==> src/design/ccpm_map.svh <==
`ifndef CCPM_MAP_SVH
`define CCPM_MAP_SVH

// ==========================================================
// register indices (byte address is four times the index)
`define CCPM_IDX_FLAG_REG    8'h0c
`define CCPM_IDX_VALUE_LOW   8'h15
`define CCPM_IDX_VALUE_HIGH  8'h16
`define CCPM_IDX_CONTROL     8'h17

// ==========================================================
// field positions and reset values
`define CCPM_FLAG_BIT        2
`define CCPM_DUTY_LSB_HI     5
`define CCPM_DUTY_LSB_LO     4
`define CCPM_MODE_HI         3
`define CCPM_CTRL_RESET      6'h00
`define CCPM_VALUE_RESET     8'h00
`define CCPM_DUTY_LSB_RESET  2'h0
`define CCPM_RDATA_RESET     32'h0000_0000
`define CCPM_DUTY_ZERO       10'h000

// ==========================================================
// unit_mode_select codes
`define CCPM_MODE_OFF        4'h0
`define CCPM_MODE_CAP_FALL   4'h4
`define CCPM_MODE_CAP_R16    4'h7
`define CCPM_MODE_CMP_SET    4'h8
`define CCPM_MODE_CMP_CLR    4'h9
`define CCPM_MODE_CMP_SOFT   4'ha
`define CCPM_MODE_CMP_SPEC   4'hb
`define CCPM_MODE_PWM_TOP    2'b11

// ==========================================================
// capture prescaler
`define CCPM_SEL_FALL        2'h0
`define CCPM_SEL_RISE        2'h1
`define CCPM_SEL_R4          2'h2
`define CCPM_SEL_R16         2'h3
`define CCPM_PRESC_LAST4     2'h3
`define CCPM_PRESC_LAST16    4'hf
`define CCPM_PRESC_ONE       4'h1
`define CCPM_PRESC_CLEAR     4'h0

`endif

==> src/design/ccpm_pkg.sv <==
package ccpm_pkg;
  typedef enum logic [1:0] {
    CCPM_OFF,
    CCPM_CAPTURE,
    CCPM_COMPARE,
    CCPM_PWM
  } ccpm_func_t;
endpackage

==> src/design/ccpm_edge_scaler.sv <==
`include "ccpm_map.svh"

module ccpm_edge_scaler (
  // clock and reset
  input  wire logic       core_clk,
  input  wire logic       reset,
  // control
  input  wire logic       enable,
  input  wire logic [1:0] edge_sel,
  // event level, already synchronised
  input  wire logic       event_level,
  // result
  output logic            capture_pulse
);
  import ccpm_pkg::*;

  logic       prev_level;
  logic [3:0] presc_count;
  logic       rise;
  logic       fall;

  assign rise = event_level & ~prev_level;
  assign fall = ~event_level & prev_level;

  always_ff @(posedge core_clk or posedge reset) begin
    if (reset) begin
      prev_level <= 1'b0;
    end else begin
      prev_level <= event_level;
    end
  end

  // ==========================================================
  // prescaler: cleared only while not capturing, so a switch
  // between prescales keeps the count running
  always_ff @(posedge core_clk or posedge reset) begin
    if (reset) begin
      presc_count <= `CCPM_PRESC_CLEAR;
    end else if (!enable) begin
      presc_count <= `CCPM_PRESC_CLEAR;
    end else if (rise) begin
      presc_count <= presc_count + `CCPM_PRESC_ONE;
    end
  end

  always_comb begin
    capture_pulse = 1'b0;
    if (enable) begin
      case (edge_sel)
        `CCPM_SEL_FALL: capture_pulse = fall; // RL4
        `CCPM_SEL_RISE: capture_pulse = rise; // RL4
        `CCPM_SEL_R4:   capture_pulse = rise && (presc_count[1:0] == `CCPM_PRESC_LAST4); // RL4
        `CCPM_SEL_R16:  capture_pulse = rise && (presc_count == `CCPM_PRESC_LAST16); // RL5
        default:        capture_pulse = 1'b0;
      endcase
    end
  end

  // the count must wrap after a sixteenth-edge capture, or the next one comes late
  AST_R16_SPACING: assert property (@(posedge core_clk) disable iff (reset) // RL5
    (capture_pulse && edge_sel == `CCPM_SEL_R16) |->
      (presc_count == `CCPM_PRESC_LAST16) ##1 (presc_count == `CCPM_PRESC_CLEAR))
    else $error("sixteenth-edge capture out of step");

endmodule // ccpm_edge_scaler

==> src/design/ccpm_top.sv <==
// Notes on behaviour
// RL1 - value low/high and control are software read/write
// RL2 - first timer for capture/compare, second for PWM
// RL3 - mode field in control bits three to zero
// RL4 - capture on falling, rising, fourth, sixteenth rising
// RL5 - mode 0111 captures every sixteenth rising edge
// RL6 - mode 1000 drives output high on match
// RL7 - mode 1001 drives output low on match
// RL8 - soft compare mode only sets flag
// RL9 - mode 1011 flags and resets first timer
// RL10 - capture copies first timer count into value pair
// RL11 - capture sets flag bit two
// RL12 - flag cleared only by software
// RL13 - newer capture overwrites unread value
// RL14 - software should make pin an input
// RL15 - port write on output pin can capture
// RL16 - compare value pair with timer on update
// RL17 - special event starts conversion, no overflow flag
// RL18 - PWM duty from value low plus control bits
// RL19 - mode 0000 off; 0100/0101/0110 capture modes
// RL20 - upper mode bits 11 select PWM
// RL21 - reset clears control; bits seven, six read zero
`include "ccpm_map.svh"

module ccpm_top (
  // clock and reset
  input  wire logic        core_clk,
  input  wire logic        reset,
  // apb slave
  input  wire logic        psel,
  input  wire logic        penable,
  input  wire logic        pwrite,
  input  wire logic [11:0] paddr,
  input  wire logic [31:0] pwdata,
  output logic [31:0]      prdata,
  output logic             pready,
  output logic             pslverr,
  // first timer
  input  wire logic [15:0] first_timer_count,
  input  wire logic        first_timer_update,
  output logic             first_timer_reset,
  output logic             adc_start,
  // second timer
  input  wire logic [7:0]  second_timer_count,
  input  wire logic [1:0]  second_timer_fine,
  input  wire logic        second_timer_period_match,
  // port c bit shared with the unit
  input  wire logic        port_c_direction,
  input  wire logic        port_c_data,
  // capture_compare_pin
  input  wire logic        capture_compare_pin_in,
  output logic             capture_compare_pin_out,
  output logic             capture_compare_pin_oe,
  // flag
  output logic             capture_compare_flag
);
  import ccpm_pkg::*;

  // ==========================================================
  // helpers
  function automatic logic [7:0] reg_index(input logic [11:0] a);
    reg_index = a[9:2];
  endfunction

  function automatic logic addr_ok(input logic [11:0] a);
    logic [7:0] idx;
    idx = a[9:2];
    addr_ok = (a[1:0] == 2'h0) && (a[11:10] == 2'h0) &&
              (idx == `CCPM_IDX_FLAG_REG || idx == `CCPM_IDX_VALUE_LOW ||
               idx == `CCPM_IDX_VALUE_HIGH || idx == `CCPM_IDX_CONTROL);
  endfunction

  function automatic ccpm_func_t decode_mode(input logic [3:0] m);
    if (m[3:2] == `CCPM_MODE_PWM_TOP)
      decode_mode = CCPM_PWM; // RL20
    else if (m[3])
      decode_mode = CCPM_COMPARE;
    else if (m[2])
      decode_mode = CCPM_CAPTURE; // RL19
    else
      decode_mode = CCPM_OFF; // RL19
  endfunction

  // ==========================================================
  // state
  logic [5:0] ccp_control;
  logic [7:0] ccp_value_low;
  logic [7:0] ccp_value_high;
  logic [1:0] duty_lsb_latch;
  logic       out_latch;
  logic       pin_sync1;
  logic       pin_sync2;
  logic       capture_pulse;
  logic       cmp_match;
  logic       wr;
  logic       setup;
  logic [7:0] wr_idx;
  logic [3:0] unit_mode_select;
  ccpm_func_t unit_func;

  assign unit_mode_select = ccp_control[`CCPM_MODE_HI:0]; // RL3
  assign unit_func        = decode_mode(unit_mode_select);
  assign wr               = psel && penable && pwrite;
  assign setup            = psel && !penable;
  assign wr_idx           = reg_index(paddr);
  assign pready           = 1'b1;

  // ==========================================================
  // pin input: two flops, then pick the level the unit watches
  always_ff @(posedge core_clk or posedge reset) begin
    if (reset) begin
      pin_sync1 <= 1'b0;
      pin_sync2 <= 1'b0;
    end else begin
      pin_sync1 <= capture_compare_pin_in;
      pin_sync2 <= pin_sync1;
    end
  end

  // an output pin follows the port latch, so a port write looks like an edge
  logic event_level;
  assign event_level = port_c_direction ? pin_sync2 : port_c_data; // RL15 RL14

  ccpm_edge_scaler u_scaler (
    .core_clk      (core_clk),
    .reset         (reset),
    .enable        (unit_func == CCPM_CAPTURE),
    .edge_sel      (unit_mode_select[1:0]),
    .event_level   (event_level),
    .capture_pulse (capture_pulse)
  );

  // ==========================================================
  // compare against the first timer on every timer update
  assign cmp_match = (unit_func == CCPM_COMPARE) && first_timer_update &&
                     ({ccp_value_high, ccp_value_low} == first_timer_count); // RL16 RL2

  // ==========================================================
  // control register
  always_ff @(posedge core_clk or posedge reset) begin
    if (reset) begin
      ccp_control <= `CCPM_CTRL_RESET; // RL21
    end else if (wr && wr_idx == `CCPM_IDX_CONTROL) begin
      ccp_control <= pwdata[5:0]; // RL1
    end
  end

  // ==========================================================
  // value pair; a capture beats a same-cycle software write
  always_ff @(posedge core_clk or posedge reset) begin
    if (reset) begin
      ccp_value_low <= `CCPM_VALUE_RESET;
    end else if (capture_pulse) begin
      ccp_value_low <= first_timer_count[7:0]; // RL10 RL13
    end else if (wr && wr_idx == `CCPM_IDX_VALUE_LOW) begin
      ccp_value_low <= pwdata[7:0]; // RL1
    end
  end

  // in PWM mode the high byte is the duty buffer and ignores writes
  always_ff @(posedge core_clk or posedge reset) begin
    if (reset) begin
      ccp_value_high <= `CCPM_VALUE_RESET;
      duty_lsb_latch <= `CCPM_DUTY_LSB_RESET;
    end else if (capture_pulse) begin
      ccp_value_high <= first_timer_count[15:8]; // RL10 RL13
    end else if (unit_func == CCPM_PWM) begin
      if (second_timer_period_match) begin
        ccp_value_high <= ccp_value_low; // RL18
        duty_lsb_latch <= ccp_control[`CCPM_DUTY_LSB_HI:`CCPM_DUTY_LSB_LO]; // RL18
      end
    end else if (wr && wr_idx == `CCPM_IDX_VALUE_HIGH) begin
      ccp_value_high <= pwdata[7:0]; // RL1
    end
  end

  // ==========================================================
  // flag: hardware set wins over a software clear in the same cycle
  always_ff @(posedge core_clk or posedge reset) begin
    if (reset) begin
      capture_compare_flag <= 1'b0;
    end else if (capture_pulse || cmp_match) begin
      capture_compare_flag <= 1'b1; // RL11 RL6 RL7 RL8 RL9
    end else if (wr && wr_idx == `CCPM_IDX_FLAG_REG) begin
      capture_compare_flag <= pwdata[`CCPM_FLAG_BIT]; // RL12
    end
  end

  // ==========================================================
  // output latch for compare and PWM
  logic [9:0] pwm_duty_next;
  assign pwm_duty_next = {ccp_value_low, ccp_control[`CCPM_DUTY_LSB_HI:`CCPM_DUTY_LSB_LO]};

  always_ff @(posedge core_clk or posedge reset) begin
    if (reset) begin
      out_latch <= 1'b0;
    end else begin
      case (unit_func)
        CCPM_COMPARE: begin
          if (cmp_match && unit_mode_select == `CCPM_MODE_CMP_SET)
            out_latch <= 1'b1; // RL6
          else if (cmp_match && unit_mode_select == `CCPM_MODE_CMP_CLR)
            out_latch <= 1'b0; // RL7
        end
        CCPM_PWM: begin
          // period start wins; a duty above the period never clears
          if (second_timer_period_match)
            out_latch <= (pwm_duty_next != `CCPM_DUTY_ZERO); // RL2 RL18
          else if ({ccp_value_high, duty_lsb_latch} == {second_timer_count, second_timer_fine})
            out_latch <= 1'b0;
        end
        CCPM_OFF: out_latch <= 1'b0; // RL19
        default:  out_latch <= out_latch;
      endcase
    end
  end

  assign capture_compare_pin_out = (unit_func == CCPM_COMPARE || unit_func == CCPM_PWM) ?
                                   out_latch : port_c_data;
  assign capture_compare_pin_oe  = ~port_c_direction;

  // ==========================================================
  // special event: reset first timer and start a conversion;
  // the timer overflow flag is not touched from here
  always_ff @(posedge core_clk or posedge reset) begin
    if (reset) begin
      first_timer_reset <= 1'b0;
      adc_start         <= 1'b0;
    end else begin
      first_timer_reset <= cmp_match && unit_mode_select == `CCPM_MODE_CMP_SPEC; // RL9
      adc_start         <= cmp_match && unit_mode_select == `CCPM_MODE_CMP_SPEC; // RL17
    end
  end

  // ==========================================================
  // apb read data, sampled in the setup cycle so no wait state
  always_ff @(posedge core_clk or posedge reset) begin
    if (reset) begin
      prdata  <= `CCPM_RDATA_RESET;
      pslverr <= 1'b0;
    end else if (setup) begin
      pslverr <= !addr_ok(paddr);
      prdata  <= 32'h0000_0000;
      if (addr_ok(paddr)) begin
        case (reg_index(paddr))
          `CCPM_IDX_CONTROL:    prdata <= {26'h0, ccp_control}; // RL21 RL1
          `CCPM_IDX_VALUE_LOW:  prdata <= {24'h0, ccp_value_low};
          `CCPM_IDX_VALUE_HIGH: prdata <= {24'h0, ccp_value_high};
          `CCPM_IDX_FLAG_REG:   prdata <= {29'h0, capture_compare_flag, 2'h0}; // RL11
          default:              prdata <= 32'h0000_0000;
        endcase
      end
    end
  end

  // ==========================================================
  // checks
  AST_CTRL_TOP_ZERO: assert property (@(posedge core_clk) disable iff (reset) // RL21
    (setup && !pwrite && paddr == {2'h0, `CCPM_IDX_CONTROL, 2'h0}) |=> (prdata[7:6] == 2'h0))
    else $error("control bits seven and six not zero");

  AST_CAPTURE_COPY: assert property (@(posedge core_clk) disable iff (reset) // RL10
    capture_pulse |=> ({ccp_value_high, ccp_value_low} == $past(first_timer_count)))
    else $error("capture did not copy timer count");

  AST_CAPTURE_FLAG: assert property (@(posedge core_clk) disable iff (reset) // RL11
    (capture_pulse && !$past(capture_pulse)) |=> capture_compare_flag [*1])
    else $error("capture did not set flag");

  AST_FLAG_STICKY: assert property (@(posedge core_clk) disable iff (reset) // RL12
    (capture_compare_flag && !(wr && wr_idx == `CCPM_IDX_FLAG_REG)) |=> capture_compare_flag)
    else $error("flag cleared without software");

  AST_CMP_SET: assert property (@(posedge core_clk) disable iff (reset) // RL6
    (cmp_match && unit_mode_select == `CCPM_MODE_CMP_SET) |=> (out_latch && capture_compare_flag))
    else $error("set-on-match failed");

  AST_CMP_CLR: assert property (@(posedge core_clk) disable iff (reset) // RL7
    (cmp_match && unit_mode_select == `CCPM_MODE_CMP_CLR) |=> (!out_latch && capture_compare_flag))
    else $error("clear-on-match failed");

  AST_CMP_SOFT: assert property (@(posedge core_clk) disable iff (reset) // RL8
    (cmp_match && unit_mode_select == `CCPM_MODE_CMP_SOFT) |=> ($stable(out_latch) && capture_compare_flag))
    else $error("soft compare touched the pin");

  AST_SPECIAL: assert property (@(posedge core_clk) disable iff (reset) // RL9
    (cmp_match && unit_mode_select == `CCPM_MODE_CMP_SPEC) |=> (first_timer_reset && adc_start))
    else $error("special event missing");

  AST_NO_STRAY_EVENT: assert property (@(posedge core_clk) disable iff (reset) // RL17
    first_timer_reset |-> $past(cmp_match))
    else $error("timer reset without match");

  AST_OFF_LOW: assert property (@(posedge core_clk) disable iff (reset) // RL19
    (unit_mode_select == `CCPM_MODE_OFF) |=> !out_latch)
    else $error("output latch not low when off");

  AST_PWM_BUFFER: assert property (@(posedge core_clk) disable iff (reset) // RL18
    (unit_func == CCPM_PWM && second_timer_period_match && !capture_pulse)
      |=> (ccp_value_high == $past(ccp_value_low)))
    else $error("duty not latched at period end");

  COV_CAPTURE_R16: cover property (@(posedge core_clk) disable iff (reset)
    capture_pulse && unit_mode_select == `CCPM_MODE_CAP_R16);
  COV_CAPTURE_FALL: cover property (@(posedge core_clk) disable iff (reset)
    capture_pulse && unit_mode_select == `CCPM_MODE_CAP_FALL);
  COV_SPECIAL: cover property (@(posedge core_clk) disable iff (reset) first_timer_reset);
  COV_PWM_HIGH: cover property (@(posedge core_clk) disable iff (reset)
    unit_func == CCPM_PWM && out_latch);

endmodule // ccpm_top

==> config.mk <==
export PLATFORM = sky130hd
export DESIGN_NAME = ccpm_top
export DESIGN_NICKNAME = d
export VERILOG_FILES = /design/src/design/ccpm_pkg.sv /design/src/design/ccpm_edge_scaler.sv /design/src/design/ccpm_top.sv
export VERILOG_INCLUDE_DIRS = /design/src /design/src/design
export SDC_FILE = /design/constraint.sdc
export NUM_CORES = 1
export LEC_CHECK = 0
export ABC_AREA = 1
export BUFFER_PORTS_ARGS = -buffer_cell sky130_fd_sc_hd__clkbuf_2
export CORE_AREA = 2 2 89 91
export CTS_CLUSTER_DIAMETER = 100
export DETAILED_ROUTE_END_ITERATION = 12
export DIE_AREA = 0 0 91 93
export GPL_ROUTABILITY_DRIVEN = 0
export PLACE_DENSITY = 0.77
export REMOVE_ABC_BUFFERS = 1
export SYNTH_ARGS = -nofsm -noshare
export SYNTH_HDL_FRONTEND = slang
export SYNTH_SLANG_ARGS = --single-unit
==> constraint.sdc <==
create_clock -name core_clk -period 1.9 [get_ports core_clk]
set_input_delay 0 -clock core_clk [delete_from_list [all_inputs] [get_ports core_clk]]
set_output_delay 0 -clock core_clk [all_outputs]
set_load 0.01 [all_outputs]
# ---- After elaboration in Yosys (flattened, before gate mapping)
# Cells that the tools add are included.
dict set report word_totals {
  ff_bits 67
  elab_cells 101
}
dict set report classes {
  add_sub_neg 1
  eq_ne 22
  muxes 24
  bitwise 6
  n_reduce_logical 35
}
# operator n
set op_table {}
lappend op_table {{two-way mux 8 bit} 7}
lappend op_table {{case mux 8 bit (4 select lines)} 1}
lappend op_table {{== test 8 x 5 -> 1 bit (second input constant)} 3}
lappend op_table {{== test 16 bit} 1}
lappend op_table {{== test 4 bit (second input constant)} 4}
lappend op_table {{logical AND 1 bit} 16}
lappend op_table {{== test 2 bit (second input constant)} 6}
lappend op_table {{== test 10 bit} 1}
lappend op_table {{two-way mux 1 bit} 10}
lappend op_table {{nonzero test 10 bit} 1}
lappend op_table {{== test 8 x 4 -> 1 bit (second input constant)} 1}
lappend op_table {{logical NOT 2 bit} 4}
lappend op_table {{two-way mux 4 bit} 2}
lappend op_table {{AND reduction 3 bit} 2}
lappend op_table {{nonzero test 3 bit} 2}
lappend op_table {{logical OR 1 bit} 5}
lappend op_table {{adder 4 x 1 -> 4 bit (second input constant)} 1}
lappend op_table {{== test 2 x 1 -> 1 bit (second input constant)} 2}
lappend op_table {{two-way mux 2 bit} 2}
lappend op_table {{inverter 1 bit} 4}
lappend op_table {{case mux 1 bit (4 select lines)} 1}
lappend op_table {{nonzero test 2 bit} 2}
lappend op_table {{inequality test 3 x 1 -> 1 bit (second input constant)} 1}
lappend op_table {{inequality test 3 x 2 -> 1 bit (second input constant)} 1}
lappend op_table {{6 further kinds} 8}

# ---- Longest topological paths before layout
# Gate-level depths: netlist of run 1.
dict set report logic_depth {
  word_depth 10
  mapped_depth 11
  depth_no_buf 11
}

# ---- Hierarchy
# Synthesis of run 1 repeated with hierarchy kept, for this count alone.
dict set report hier_totals {
  hier_cells 442
  hier_area_um2 3138.0
}
# mod n_inst cells_per_inst area_each_um2
set modules_own_cells {}
lappend modules_own_cells {ccpm_top 1 405 2850.2}
lappend modules_own_cells {ccpm_edge_scaler 1 37 287.8}

# ---- Worst setup path before layout of run 1
# Ideal clock, no wire load.
dict set report synth_path {
  kind {flip-flop to flip-flop}
  from {reg ccp_control[3]}
  to {reg ccp_value_high[5]}
  setup_time_ps 120
  arrival_time_ps 1547
  path_slack_ps 233
  stages_incl_launch_ff 11
  path_buffers 1
  path_cell_list {dfrtp_1 inv_1 ha_1 inv_1 a211oi_2 nand2_4 buf_6 nand2_2 o21ai_2 nand2_1 o21ai_2}
}
dict set report synth_via {
  elab_chain_len 6
  elab_cells_between_ends 11
}
# element line_no
set synth_rtl {}
lappend synth_rtl {{start: declaration} ccpm_top.sv:86} ;# logic [5:0] ccp_control;
lappend synth_rtl {{start signal: assignment} ccpm_top.sv:142} ;# ccp_control <= `CCPM_CTRL_RESET;
lappend synth_rtl {{start signal: assignment} ccpm_top.sv:144} ;# ccp_control <= pwdata[5:0];
lappend synth_rtl {{== test 2 bit (no line) / two-way mux 2 bit (equally long branches)} -}
lappend synth_rtl {{two-way mux 2 bit (*)} ccpm_top.sv:74} ;# if (m[3:2] == `CCPM_MODE_PWM_TOP)
lappend synth_rtl {{== test 2 x 1 -> 1 bit} ccpm_top.sv:127} ;# .enable (unit_func == CCPM_CAPTURE),
lappend synth_rtl {{two-way mux 1 bit} ccpm_edge_scaler.sv:48} ;# if (enable) begin
lappend synth_rtl {{inequality test 3 bit (no line) / nonzero test 3 bit (equally long branches)} -}
lappend synth_rtl {{AND reduction 2 bit (no line)} -}
lappend synth_rtl {{end signal: assignment} ccpm_top.sv:163} ;# ccp_value_high <= `CCPM_VALUE_RESET;
lappend synth_rtl {{end signal: assignment} ccpm_top.sv:166} ;# ccp_value_high <= first_timer_count[15:8];
lappend synth_rtl {{end signal: assignment} ccpm_top.sv:169} ;# ccp_value_high <= ccp_value_low;
lappend synth_rtl {{end: declaration} ccpm_top.sv:88} ;# logic [7:0] ccp_value_high;
# Mark *: on every way between the ends. The rest lies on a longest branch, timed or not.
# A chain may end at the register's enable or synchronous reset.

# ---- Worst setup path after layout of run 1
dict set report layout_path {
  from {reg ccp_control[3]}
  to {reg ccp_value_high[7]}
}
# The elaborated chain is that of the path after synthesis.

==> impl_metrics.json, run 1 <==
{
  "yosysSeqAreaShare_pct": 32.92,
  "cts_tree": "built",
  "swShare_pct": 30.34,
  "start_util_pct": 43.42,
  "clk_latency_ps": 300,
  "grt_max_degree": 44,
  "seq_power_share_pct": 47.1,
  "syn_area_per_cell_um2": 7.028,
  "multiInputGateArea_um2": 1732,
  "maxSlewHeadroom_pct": 62.90,
  "synth_simple_gate_area_share_pct": 29.63,
  "synth_fa_ha_area_share_pct": 1.531,
  "clock-sinks": 43,
  "cts_inserted_buffers": 5,
  "power_frac_clock_pct": 31.5,
  "finalHoldViolCount": 0,
  "wire_per_inst_um": 12.45,
  "synth_edf_count": 0,
  "cts_resized": 0,
  "place_ws_ps": 158.7,
  "rsz0062_at_grt": "false",
  "postSynthCellCount": 465,
  "worstPathMaxFanout": 30,
  "async_flop_share_pct": 100.0,
  "h-tree-depth": 2,
  "fmax_ghz": 0.5634,
  "synth_cell_type_count": 37,
  "fin_area_um2": 3884,
  "peakVddDrop_mv": 0.2928,
  "synth_top_family_by_area": "simple AND/OR/NAND/NOR gates",
  "cts.clk_slew.worst_paths_ps": 90,
  "std_cell_rows": 32,
  "rrSetupSlack_ps": 130,
  "core-area_um2": 7527,
  "yosys.area.top_type": "dfrtp_1",
  "antenna_left": 0,
  "yosysMostFrequentCell": "nand2_1",
  "yosys.area_share.xor_xnor_pct": 1.072,
  "vias_per_cell": 4.832,
  "io_buffers": 69,
  "critPathLaunchType": "flip-flop",
  "worstSetupEndpointType": "flip-flop",
  "drc_errors": 0,
  "hpwl_um": 6489,
  "drv_slew": 0,
  "vias": 3165,
  "path_class": "reg -> reg",
  "p_total_mw": 2.098,
  "seqCellArea_um2": 1076,
  "overflow": 0,
  "synth_commonest_cells": "136 x nand2_1, 62 x inv_1, 43 x dfrtp_1",
  "die_width_um": 91,
  "antenna_cells": 0,
  "num-fill-cells": 757,
  "outcome": "completed",
  "place_area_um2": 3623,
  "min_period_ps": 1775,
  "fin_setup_tns_ps": 0,
  "drtPass1Iterations": 5,
  "routed_wl_um": 8157,
  "setup_ws_ps": 125.1,
  "synth_top_area_share_pct": 32.92,
  "internal-power_mw": 1.461,
  "dieHeight_um": 93,
  "p_comb_share_pct": 21.4,
  "setup_viol": 0,
  "worst_clock_skew_ps": 8.067,
  "hold_path.class": "in -> reg",
  "p_leak_nw": 2.085,
  "synth.mux.area_fraction_pct": 1.034,
  "io_pins": 119,
  "layout-area-overhead-vs-synth_pct": 18.84,
  "timing.final.crit_share_pct": 93.41,
  "cap_violations": 0,
  "fin_util_pct": 51.60,
  "ys_ff_latch": 43,
  "fin_nets": 636,
  "clockBufferDepth": 2,
  "die_area_um2": 8463,
  "drive_above_1_share_pct": 24.77,
  "cts-root-buf": "clkbuf_8",
  "ys_top_cells_by_area": "dfrtp_1 33%, nand2_1 16%, inv_1 7.1%",
  "drt_iter0_drc": 216,
  "yosysWarnings": 0,
  "worst_slew_pin_slew_ps": 556.5,
  "synth_compound_area_share_pct": 16.85,
  "antenna_found_initial": 0,
  "grt_pass1_vias": 2991,
  "globalRouteTotalUtil_pct": 19.56,
  "power.switching_mw": 0.6365,
  "powerDensity_nw_per_um2": 540.1,
  "post-cts-setup-buffers": 0,
  "grt_first_pass_wirelength_um": 13340,
  "arrival_ps": 1970,
  "ys_dominant_reg_cell": "dfrtp_1",
  "cts_hold_buf": 16,
  "crit_required_ps": 2100,
  "syn_area_um2": 3268
}
==> final timing paths <==
check | end | cells past startpoint | from
worst max-delay path | ccp_value_high[7] | 10 | ccp_control[3]
worst min-delay path | duty_lsb_latch[0] | 3 | second_timer_period_match
worst max register to register | ccp_value_high[7] | 10 | ccp_control[3]
worst min register to register | pin_sync2 | 0 | pin_sync1
max in group asynchronous | prdata[3] | 4 | reset
min in group asynchronous | u_scaler.presc_count[1] | 4 | reset
==> cell usage in the layout (no fill, tap or decap), types with 3 or more instances in the layout <==
cell	count
ha_1	4
inv_2	13
o21ai_2	12
nor3_1	6
clkbuf_2	69
mux2_2	3
nand3_1	8
conb_1	25
a21oi_1	9
nand4_1	12
buf_4	5
nor2_1	36
nand2_2	7
dlygate4sd3_1	16
dfrtp_1	43
nand2_1	136
o21ai_0	23
o22ai_1	8
o21ai_1	18
inv_1	62
clkbuf_8	7
o211ai_2	8
==> kinds of logic (layout without fill, tap and decap cells) <==
logic type,count (synthesis),count (layout)
simple gates,218,218
buf+inv,110,175
compound gates,81,81
flops,43,43
fa+ha+maj,4,4
xor+xnor,4,4
mux,3,3
other cells,2,25
==> state kept, by name, summed over array words and instances (netlist names) <==
signal                cells
u_scaler.prev_level       1
ccp_value_low             8
prdata                    8
u_scaler.presc_count      4
out_latch                 1
ccp_control               6
pslverr                   1
pin_sync1                 1
capture_compare_flag      1
ccp_value_high            8
pin_sync2                 1
adc_start                 1
duty_lsb_latch            2
==> worst max-delay path, cell delays in order (launching register included) <==
cell      delay, ps
dfrtp_1         430
inv_1            90
ha_1            160
inv_1            60
a211oi_2        300
nand2_4         130
buf_12          190
nand2_1         110
o21ai_2          50
nand2_1          60
o21ai_2          60
==> area by class of cell <==
class	count	share of cell area [%]
Multi-Input combinational cell	335	44.59
Tap cell	102	3.286
Clock buffer	8	2.577
Inverter	76	7.345
Timing Repair Buffer	91	14.50
Sequential cell	43	27.71
==> routing by layer <==
metal	track usage [%]	vias up	share of wire, %
li1	-	1599	-
met1	24.83	1416	45
met2	33.27	135	46
met3	3.868	15	6.4
met4	6.944	0	2.5
met5	0	-	0
==> stage by stage <==
stage	hold WS, ps	instances
final	3.920	655
after detailed placement	111.4	631
after floorplan	31.43	454
after global placement	110.5	631
after CTS	4.793	655
after global routing	22.45	655
==> power by group through the flow <==
stage / clock [mW] / combinational, mW / sequential [mW]
6_report: 0.661 / 0.449 / 0.988
5_1_grt: 0.700 / 0.503 / 0.992
4_1_cts: 0.665 / 0.446 / 0.987
3_5_place_dp: 0 / 0.419 / 1.00
3_3_place_gp: 0 / 0.407 / 1.00
2_1_floorplan: 0 / 0.275 / 0.996
No activity file was read; power rests on OpenSTA's default activity.
==> run 2, diff against run 1 <==
--- a/config.mk
+++ b/config.mk
@@ -14,6 +14,7 @@
 export DIE_AREA = 0 0 91 93
 export GPL_ROUTABILITY_DRIVEN = 0
 export PLACE_DENSITY = 0.77
+export RECOVER_POWER = 50
 export REMOVE_ABC_BUFFERS = 1
 export SYNTH_ARGS = -nofsm -noshare
 export SYNTH_HDL_FRONTEND = slang
==> impl_metrics.json, run 2 (synthesis gave the netlist of run 1 again) <==
{
  "outcome": "completed",
  "io_pins": 119,
  "worst_clock_skew_ps": 7.891,
  "rsz0062_at_grt": "false",
  "wire_per_inst_um": 12.43,
  "hold_path.class": "in -> reg",
  "routed_wl_um": 8139,
  "crit_start": "ccp_control[3]",
  "drc_errors": 0,
  "worstSetupEndpointType": "flip-flop",
  "min_period_ps": 1773,
  "io_buffers": 69,
  "cts_hold_buf": 16,
  "overflow": 0,
  "peakVddDrop_mv": 0.2921,
  "cts.clk_slew.worst_paths_ps": 80,
  "core-area_um2": 7527,
  "drtPass1Iterations": 5,
  "std_cell_rows": 32,
  "antenna_found_initial": 0,
  "regToRegStartpoint": "ccp_control[3]",
  "arrival_ps": 1970,
  "reg_top3": "ccp_value_high: 8 flops, ccp_value_low: 8 flops, prdata: 8 flops",
  "post-cts-setup-buffers": 0,
  "timing.final.crit_share_pct": 93.33,
  "powerDensity_nw_per_um2": 540.5,
  "num-fill-cells": 764,
  "finalHoldViolCount": 0,
  "maxSlewHeadroom_pct": 26.65,
  "worst_slew_pin_slew_ps": 1100,
  "fin_setup_tns_ps": 0,
  "fin_nets": 636,
  "crit_required_ps": 2100,
  "clk_latency_ps": 300,
  "critPathLaunchType": "flip-flop",
  "antenna_cells": 0,
  "path_class": "reg -> reg",
  "cts_inserted_buffers": 5,
  "h-tree-depth": 2,
  "clockBufferDepth": 2,
  "grt_pass1_vias": 2991,
  "hpwl_um": 6489,
  "drive_above_1_share_pct": 22.42,
  "vias_per_cell": 4.855,
  "drt_iter0_drc": 159,
  "place_ws_ps": 158.7,
  "cts_tree": "built",
  "antenna_left": 0,
  "drv_slew": 0,
  "p_leak_nw": 2.041,
  "layout-area-overhead-vs-synth_pct": 18.26,
  "worstPathMaxFanout": 30,
  "die_area_um2": 8463,
  "clock-sinks": 43,
  "seq_power_share_pct": 47.3,
  "internal-power_mw": 1.460,
  "layout_commonest_cell": "nand2_1",
  "power_frac_clock_pct": 31.3,
  "cts_resized": 0,
  "min-delay-start": "second_timer_period_match",
  "cap_violations": 0,
  "dieHeight_um": 93,
  "power.switching_mw": 0.6294,
  "setup_ws_ps": 126.7,
  "cts-root-buf": "clkbuf_8",
  "fmax_ghz": 0.5639,
  "grt_first_pass_wirelength_um": 13340,
  "setup_viol": 0,
  "mostFrequentLayoutCells": "136 x nand2_1, 62 x inv_1, 57 x clkbuf_2",
  "p_comb_share_pct": 21.4,
  "start_util_pct": 43.42,
  "globalRouteTotalUtil_pct": 19.56,
  "grt_max_degree": 44,
  "vias": 3180,
  "swShare_pct": 30.13,
  "die_width_um": 91
}
run 2: cell count changes in the layout (fill, tap and decap cells not counted):
cell,change
clkbuf_1,+13
clkbuf_2,-12
buf_4,-1
run 2: final timing paths:
path	slack, ps	cells past startpoint	to
hold / removal	6	3	duty_lsb_latch[0]
setup / recovery	130	10	ccp_value_high[7]
setup reg to reg	130	10	ccp_value_high[7]
hold reg to reg	360	0	pin_sync2
max in group asynchronous	650	4	prdata[3]
min in group asynchronous	580	4	ccp_value_low[0]
run 2: worst max-delay path: stages, from the launching register on:
cell and delay, ps:
dfrtp_1 430, inv_1 100, ha_1 160, inv_1 60, a211oi_2 300, nand2_4 130, buf_12 200, nand2_1 100
o21ai_2 50, nand2_1 60, o21ai_2 60
run 2: layout make-up:
type                            count  area, um^2  share of cell area, %
Multi-Input combinational cell    335        1732                  44.80
Sequential cell                    43        1076                  27.84
Timing Repair Buffer               91       544.3                  14.08
Inverter                           76       285.3                  7.381
Tap cell                          102       127.6                  3.302
Clock buffer                        8       100.1                  2.590
run 2: through the flow:
stage	std cells	util, %	total power [mW]	hold WS (ps)	cell area, um^2
after floorplan	454	-	1.271	31.43	3093
after global routing	655	51.35	2.193	22.45	3865
after detailed placement	631	48.14	1.423	111.4	3623
after CTS	655	51.60	2.098	4.793	3884
after global placement	631	48.14	1.411	110.5	3623
final	655	51.35	2.089	5.658	3865
run 2: power by group through the flow:
stage               logic [mW]  registers (mW)  clock network (mW)
floorplan                0.275           0.996                   0
global placement         0.407            1.00                   0
detailed placement       0.419            1.00                   0
CTS                      0.446           0.987               0.665
global route             0.501           0.992               0.700
finish                   0.447           0.988               0.654
run 2: layer usage:
metal  vias up  wire [um]  track usage, %  share of wire [%]
met5         -          0               0                  0
met4         0        244           6.944                3.0
met3        19        490           3.868                6.0
met2       124       3724           33.27                 46
met1      1441       3681           24.83                 45
li1       1596          -               -                  -
